`config.mk`:
```
export PLATFORM = sky130hd
export DESIGN_NAME = adc_power_down_control
export DESIGN_NICKNAME = d
export VERILOG_FILES = /design/src/hw/adc_power_down_control.v
export VERILOG_INCLUDE_DIRS = /design/src /design/src/common
export SDC_FILE = /design/constraint.sdc
export NUM_CORES = 1
export LEC_CHECK = 0
export BUFFER_PORTS_ARGS = -buffer_cell sky130_fd_sc_hd__buf_2
export CAP_MARGIN = 20
export CELL_PAD_IN_SITES_DETAIL_PLACEMENT = 0
export CELL_PAD_IN_SITES_GLOBAL_PLACEMENT = 2
export CORE_MARGIN = 3
export CORE_UTILIZATION = 37
export DETAILED_ROUTE_END_ITERATION = 8
export GPL_TIMING_DRIVEN = 1
export HOLD_SLACK_MARGIN = 0.02
export PLACE_DENSITY = 0.82
export SYNTH_ARGS = -nofsm -noshare
export SYNTH_HDL_FRONTEND = slang
export SYNTH_SLANG_ARGS = --single-unit
```
`constraint.sdc`:
```
create_clock -name clk_sys_in -period 1.91 [get_ports clk_sys_in]
set_input_delay 0.4775 -clock clk_sys_in [delete_from_list [all_inputs] [get_ports clk_sys_in]]
set_output_delay 0.4775 -clock clk_sys_in [all_outputs]
set_load 0.02 [all_outputs]
```
`src/common/power_down_defs.vh`:
```
// Constants for the converter power-down controller
`ifndef POWER_DOWN_DEFS_VH
`define POWER_DOWN_DEFS_VH
`define CLK_PERIOD_PS       25000
`define CONV_WAKE_TIME_NS   2000
`define PLL_SETTLE_TIME_NS  20000
`define CONV_WAKE_CYCLES    ((`CONV_WAKE_TIME_NS * 1000) / `CLK_PERIOD_PS)
`define PLL_SETTLE_CYCLES   ((`PLL_SETTLE_TIME_NS * 1000) / `CLK_PERIOD_PS)
`define CODE_WIDTH          8
`define CODE_RESET          8'h00
`define CNT_WIDTH           16
`endif

```
`src/hw/adc_power_down_control.v`:
```
// Power-down sequencing for converter, PLL and capture buffer
// How it works
// RQ1: A high full shutdown request powers down converter, PLL and buffer.
// RQ2: The controller may stop the input clock after raising shutdown.
// RQ3: Converter is ready about 2 us after the full shutdown request falls.
// RQ4: PLL clock is flagged stable only 20 us after full shutdown falls.
// RQ5: Output code holds the last conversion while shut down or unclocked.
// RQ6: Raising full shutdown invalidates all captured buffer contents.
// RQ7: Converter sleep powers down only the converter; buffer stays live.
// RQ8: Converter is ready about 2 us after the sleep request falls.
// RQ9: The PLL keeps running during converter sleep.
// RQ10: The controller should keep the clock running during sleep.
// RQ11: Full shutdown takes precedence over converter sleep.
// RQ12: Recovery counters start on request release; results stay invalid.
`timescale 1ns/1ps
`include "power_down_defs.vh"

module adc_power_down_control #(
  parameter CNT_W        = `CNT_WIDTH,
  parameter CODE_W       = `CODE_WIDTH,
  parameter CONV_CYCLES  = `CONV_WAKE_CYCLES,
  parameter PLL_CYCLES   = `PLL_SETTLE_CYCLES
) (
  input  wire              clk_sys_in,
  input  wire              arst_n_in,
  input  wire              full_shutdown_request_in,
  input  wire              converter_sleep_request_in,
  input  wire [CODE_W-1:0] conv_code_in,
  input  wire              conv_code_valid_in,
  output reg               conv_power_en_out,
  output reg               pll_power_en_out,
  output reg               buffer_power_en_out,
  output reg               buffer_invalidate_out,
  output reg               conv_ready_out,
  output reg               pll_stable_out,
  output reg  [CODE_W-1:0] code_out,
  output reg               code_valid_out
);

  // --------------------------------------------------------------
  // Request synchronisers
  // --------------------------------------------------------------
  reg  shut_meta;
  reg  shut_sync;
  reg  sleep_meta;
  reg  sleep_sync;
  reg  shut_prev;

  always @(posedge clk_sys_in or negedge arst_n_in) begin
    if (!arst_n_in) begin
      shut_meta  <= 1'b0;
      shut_sync  <= 1'b0;
      sleep_meta <= 1'b0;
      sleep_sync <= 1'b0;
      shut_prev  <= 1'b0;
    end else begin
      shut_meta  <= full_shutdown_request_in;
      shut_sync  <= shut_meta;
      sleep_meta <= converter_sleep_request_in;
      sleep_sync <= sleep_meta;
      shut_prev  <= shut_sync;
    end
  end

  // Shutdown dominates sleep for every consumer of the two requests
  wire conv_off  = shut_sync | sleep_sync;          // RQ11
  wire shut_rise = shut_sync & ~shut_prev;          // RQ6

  // --------------------------------------------------------------
  // Counter helpers
  // --------------------------------------------------------------
  // Both recovery timers share one saturating step, so the
  // clear, count and hold priority is written only once
  function cnt_reached;
    input [CNT_W-1:0] cnt;
    input [CNT_W-1:0] limit;
    begin
      cnt_reached = (cnt >= limit);
    end
  endfunction

  function [CNT_W-1:0] cnt_step;
    input [CNT_W-1:0] cnt;
    input             clear;
    input             done;
    begin
      if (clear)
        cnt_step = {CNT_W{1'b0}};
      else if (!done)
        cnt_step = cnt + {{(CNT_W-1){1'b0}}, 1'b1};
      else
        cnt_step = cnt;
    end
  endfunction

  // --------------------------------------------------------------
  // Recovery counters
  // --------------------------------------------------------------
  // Counters are held at zero while powered down, so they only start
  // on release; a stopped clock during shutdown is therefore harmless.
  // Limits are cut to the counter width on purpose: CNT_W must be
  // chosen wide enough to hold PLL_CYCLES.
  localparam [CNT_W-1:0] CONV_LIMIT = CONV_CYCLES[CNT_W-1:0];
  localparam [CNT_W-1:0] PLL_LIMIT  = PLL_CYCLES[CNT_W-1:0];

  reg  [CNT_W-1:0] conv_cnt;
  reg  [CNT_W-1:0] pll_cnt;
  reg  [CNT_W-1:0] next_conv_cnt;
  reg  [CNT_W-1:0] next_pll_cnt;
  wire             conv_done;
  wire             pll_done;

  assign conv_done = cnt_reached(conv_cnt, CONV_LIMIT);
  assign pll_done  = cnt_reached(pll_cnt, PLL_LIMIT);

  always @* begin
    // Converter count restarts only when both requests are released
    next_conv_cnt = cnt_step(conv_cnt, conv_off, conv_done); // RQ3 RQ8
    // Sleep alone leaves the PLL count untouched
    next_pll_cnt  = cnt_step(pll_cnt, shut_sync, pll_done);  // RQ4 RQ9
  end

  always @(posedge clk_sys_in or negedge arst_n_in) begin
    if (!arst_n_in) begin
      conv_cnt <= {CNT_W{1'b0}};
      pll_cnt  <= {CNT_W{1'b0}};
    end else begin
      conv_cnt <= next_conv_cnt;                    // RQ12
      pll_cnt  <= next_pll_cnt;                     // RQ12
    end
  end

  // --------------------------------------------------------------
  // Power mode
  // --------------------------------------------------------------
  localparam [1:0] MODE_RUN   = 2'h0;
  localparam [1:0] MODE_WAKE  = 2'h1;
  localparam [1:0] MODE_SLEEP = 2'h2;
  localparam [1:0] MODE_SHUT  = 2'h3;

  reg  [1:0] mode;
  reg  [1:0] next_mode;

  // Requests are levels, so any mode may be left for any other one;
  // outputs follow next_mode so that they keep the sync latency.
  always @* begin
    next_mode = mode;
    case (mode)
      MODE_RUN, MODE_WAKE: begin
        if (shut_sync)
          next_mode = MODE_SHUT;                    // RQ1 RQ11
        else if (sleep_sync)
          next_mode = MODE_SLEEP;                   // RQ7
        else if (conv_done)
          next_mode = MODE_RUN;
        else
          next_mode = MODE_WAKE;                    // RQ12
      end
      MODE_SLEEP: begin
        if (shut_sync)
          next_mode = MODE_SHUT;                    // RQ11
        else if (!sleep_sync)
          next_mode = conv_done ? MODE_RUN : MODE_WAKE; // RQ8
      end
      MODE_SHUT: begin
        if (!shut_sync && sleep_sync)
          next_mode = MODE_SLEEP;
        else if (!shut_sync)
          next_mode = conv_done ? MODE_RUN : MODE_WAKE; // RQ3
      end
      default: begin
        next_mode = MODE_SHUT;
      end
    endcase
  end

  always @(posedge clk_sys_in or negedge arst_n_in) begin
    if (!arst_n_in)
      mode <= MODE_WAKE;
    else
      mode <= next_mode;
  end

  wire mode_conv_on = (next_mode == MODE_RUN) | (next_mode == MODE_WAKE);
  wire mode_pll_on  = (next_mode != MODE_SHUT);
  wire mode_ready   = (next_mode == MODE_RUN);
  wire take_code    = mode_ready & conv_code_valid_in;

  // --------------------------------------------------------------
  // Power gating
  // --------------------------------------------------------------
  // Buffer shares the PLL gate: only a full shutdown removes it
  always @(posedge clk_sys_in or negedge arst_n_in) begin
    if (!arst_n_in) begin
      conv_power_en_out     <= 1'b0;
      pll_power_en_out      <= 1'b0;
      buffer_power_en_out   <= 1'b0;
      buffer_invalidate_out <= 1'b0;
    end else begin
      conv_power_en_out     <= mode_conv_on;        // RQ1 RQ7 RQ11
      pll_power_en_out      <= mode_pll_on;         // RQ1 RQ9
      buffer_power_en_out   <= mode_pll_on;         // RQ1 RQ7
      buffer_invalidate_out <= shut_rise;           // RQ6
    end
  end

  // --------------------------------------------------------------
  // Recovery status
  // --------------------------------------------------------------
  always @(posedge clk_sys_in or negedge arst_n_in) begin
    if (!arst_n_in) begin
      conv_ready_out <= 1'b0;
      pll_stable_out <= 1'b0;
    end else begin
      conv_ready_out <= mode_ready;                 // RQ12
      pll_stable_out <= mode_pll_on & pll_done;     // RQ4
    end
  end

  // --------------------------------------------------------------
  // Held output code
  // --------------------------------------------------------------
  // Hold the last code whenever conversion is off or not ready, so a
  // reader never sees a code taken before the converter settled.
  always @(posedge clk_sys_in or negedge arst_n_in) begin
    if (!arst_n_in) begin
      code_out       <= `CODE_RESET;
      code_valid_out <= 1'b0;
    end else begin
      code_valid_out <= take_code;                  // RQ12
      if (take_code)
        code_out <= conv_code_in;                   // RQ5
    end
  end

endmodule // adc_power_down_control

```
==> results.toml <==
[run_status]
outcome = "completed"

[floorplanning]
start_util_pct = 39.0
pin_count = 28
core.rowCount = 26
die_height_um = 80.3
die_area_um2 = 6450
chipWidth_um = 80.3
design.core.area_um2 = 5240

[worst_setup_path]
critical_path_required_ns = 2.14
reg2regPathDepth = 4
rrSetupSlack_ns = 0.12
cp.arrival_ns = 2.02
timing.critical_path.from_type = "flip-flop"
end_kind = "flip-flop"
timing_worst_setup_path_type = "reg2reg"
worstReg2RegStart = "cnt_step.cnt[5]"
worst-path-max-fanout = 5
critical_path.startpoint = "cnt_step.cnt[5]"
reg_to_reg_endpoint = "cnt_step.cnt[8]"

[worst_hold_path]
hold_path_class = "in2async"

[global_route]
grt_overflow_total = 0
grt_antenna_before_repair = 0
grt_start_max_net_pins = 31
grt_use_total_pct = 12.1
vias_in_the_first_global_route = 1319
first_pass_grt_wire_length_um = 6040

[timing]
finalWorstPathRequiredPeriod_ns = 1.79
tightest_slew_ns = 0.511
fmaxAchievable_mhz = 559
slew_headroom_pct = 65.9
timing.final.max_slew_violations = 0
skew_ns = 0.00858
grt_setup_unrepaired = "no"
finalSetupTns_ns = 0
finalHoldViolCount = 0
final.period_utilization_pct = 93.7
setup_viol = 0

[synth]
syn_inst = 165
synth_compound_gate_area_share_pct = 6.92
ys_ff_latch = 51
synth_simple_gate_area_share_pct = 17.3
syn_nets = 182
post_synth_mux_area_share_pct = 5.39
synth-edff-count = 0
synth_sequential_area_ratio_pct = 62.5
synth_top_family_by_area = "simple AND/OR/NAND/NOR gates"
most_instantiated_flip_flop_cell_in_the_synthesis_netlist = "dfrtp_1"
post_synthesis_share_of_cell_area_spent_on_xor_and_xnor_gates_pct = 2.14
avgSynthCellArea_um2 = 12.4
netlist_area_um2 = 2040
post_synth_num_cell_types = 36
synthesis.yosys.warnings = 0
synthesized_area_fraction_occupied_by_adder_cells_pct = 2.45
ys_async_sr_fraction_pct = 100

[pwr]
power.static_leakage_nw = 1.17
pwr_density_cell_nw_per_um2 = 777
vdd.ir_drop.worst_uv = 365

[detailed_routing]
via_density_per_instance = 4.83
wire_per_inst_um = 13.1
antenna_violating_nets_post_route = 0
detail_route.iter0.violations = 82
routed_wirelength_um = 3530
count_of_unresolved_drc_violations_after_routing = 0
dr_total_vias = 1299
detail_route.first_pass.iterations = 4

[clock_tree]
cts_tree = "built"
cts_max_path_buffers = 2
clock_insertion_delay_worst_skew_ns = 0.30
numCtsBuffers = 5
cts-root-buf = "clkbuf_8"
number_of_sinks_handled_by_clock_tree_synthesis = 51
clkSlewWorstSetupHoldPaths_ns = 0.09
cts_htree_levels = 2

[final_layout]
final_core_utilization_pct = 45.7
post_route_cells_drive_above_1_share_pct = 27.6
antenna_diode_count = 0
synthToLayoutAreaGrowth_pct = 17.1
final_net_count = 215

[place]
place_hpwl_um = 2550
placement.io_buffers = 27
gp_congestion = 0.853

[job]
max_cap_violations = 0
[worst max-delay path by stage]
stage                 endpoint  slack, ns  cells after the start
2_1_floorplan  cnt_step.cnt[6]       0.25                      4
3_3_place_gp   cnt_step.cnt[8]       0.17                      4
3_5_place_dp   cnt_step.cnt[8]       0.12                      4
4_1_cts        cnt_step.cnt[8]        0.1                      4
5_1_grt        cnt_step.cnt[8]       0.01                      4
6_report       cnt_step.cnt[8]       0.12                      4
[worst max-delay path: stages, from the launching register on]
cell      delay (ns)
dfrtp_2         0.45
o311ai_4        0.44
nand3_4         0.14
or4_1           0.53
a21oi_1         0.16
[metal layers]
layer / global-route usage (%) / vias to the layer above / wire, µm
met3: 3.92 / 2 / 163
met2: 19.2 / 24 / 1660
li1: - / 626 / -
met4: 3.04 / 0 / 23
met1: 16.0 / 647 / 1680
met5: 0 / - / 0
[synth_stat cells, drive strengths merged (5+ instances only)]
cell    n  share of area [%]
nand2   6                1.1
dfrtp  51                 62
nand3   6                2.1
mux2    8                4.4
a21oi   8                2.0
nor2   10                2.0
inv    10                1.8
o21ai   6                1.5
or3     5                1.5
and2   10                3.1
nor2b   6                1.8
[kinds of logic after synthesis]
group                      count (synthesis)
DFF                                       51
buffers and inverters                     16
AOI/OAI and AO/OA                         21
xor gates and xnor gates                   5
adders and majority gates                  4
muxes                                     10
and+or+nand+nor                           58
[placed cells by master (no fill, tap or decap), types with 6 or more instances in the layout]
cell,synthesis,final
dfrtp_1,51,50
mux2_2,8,8
buf_2,2,27
and2_1,10,10
inv_1,9,9
a21oi_1,8,8
nand2_1,6,6
nor2_1,9,9
nor2b_1,6,6
clkbuf_8,0,7
[final cells by class]
class | count | area, µm²
flip-flops and latches | 51 | 1280
well taps | 70 | 87.6
inverters | 10 | 37.5
fillers | 469 | 2850
multi-input cells | 98 | 699
clock buffers | 7 | 96.3
repair buffers | 32 | 185
clock inverters | 1 | 7.51
[through the flow]
stage	area [µm²]	setup WS [ns]	power [mW]	hold WS, ns	cells
final	2390	0.121	1.86	0.135	269
after global routing	2390	0.0111	1.94	0.173	269
after CTS	2370	0.0973	1.88	0.148	267
after detailed placement	2270	0.124	1.21	0.349	259
after global placement	2270	0.172	1.21	0.336	259
after floorplan	2040	0.248	1.16	0.182	165
[timing repair]
item                                    in CTS  in global routing
setup buffers                                0                  2
endpoints found under the setup margin       0                  4
resized for setup                            0                  1
hold buffers                                 0                  0
[where the power goes]
part	internal, mW	switching, mW	leakage [nW]
logic	0.0281	0.0549	0.425
clock network	0.330	0.341	0.0505
registers	1.09	0.00920	0.691
total	1.45	0.405	1.17
Power figures use the tool's default switching activity.
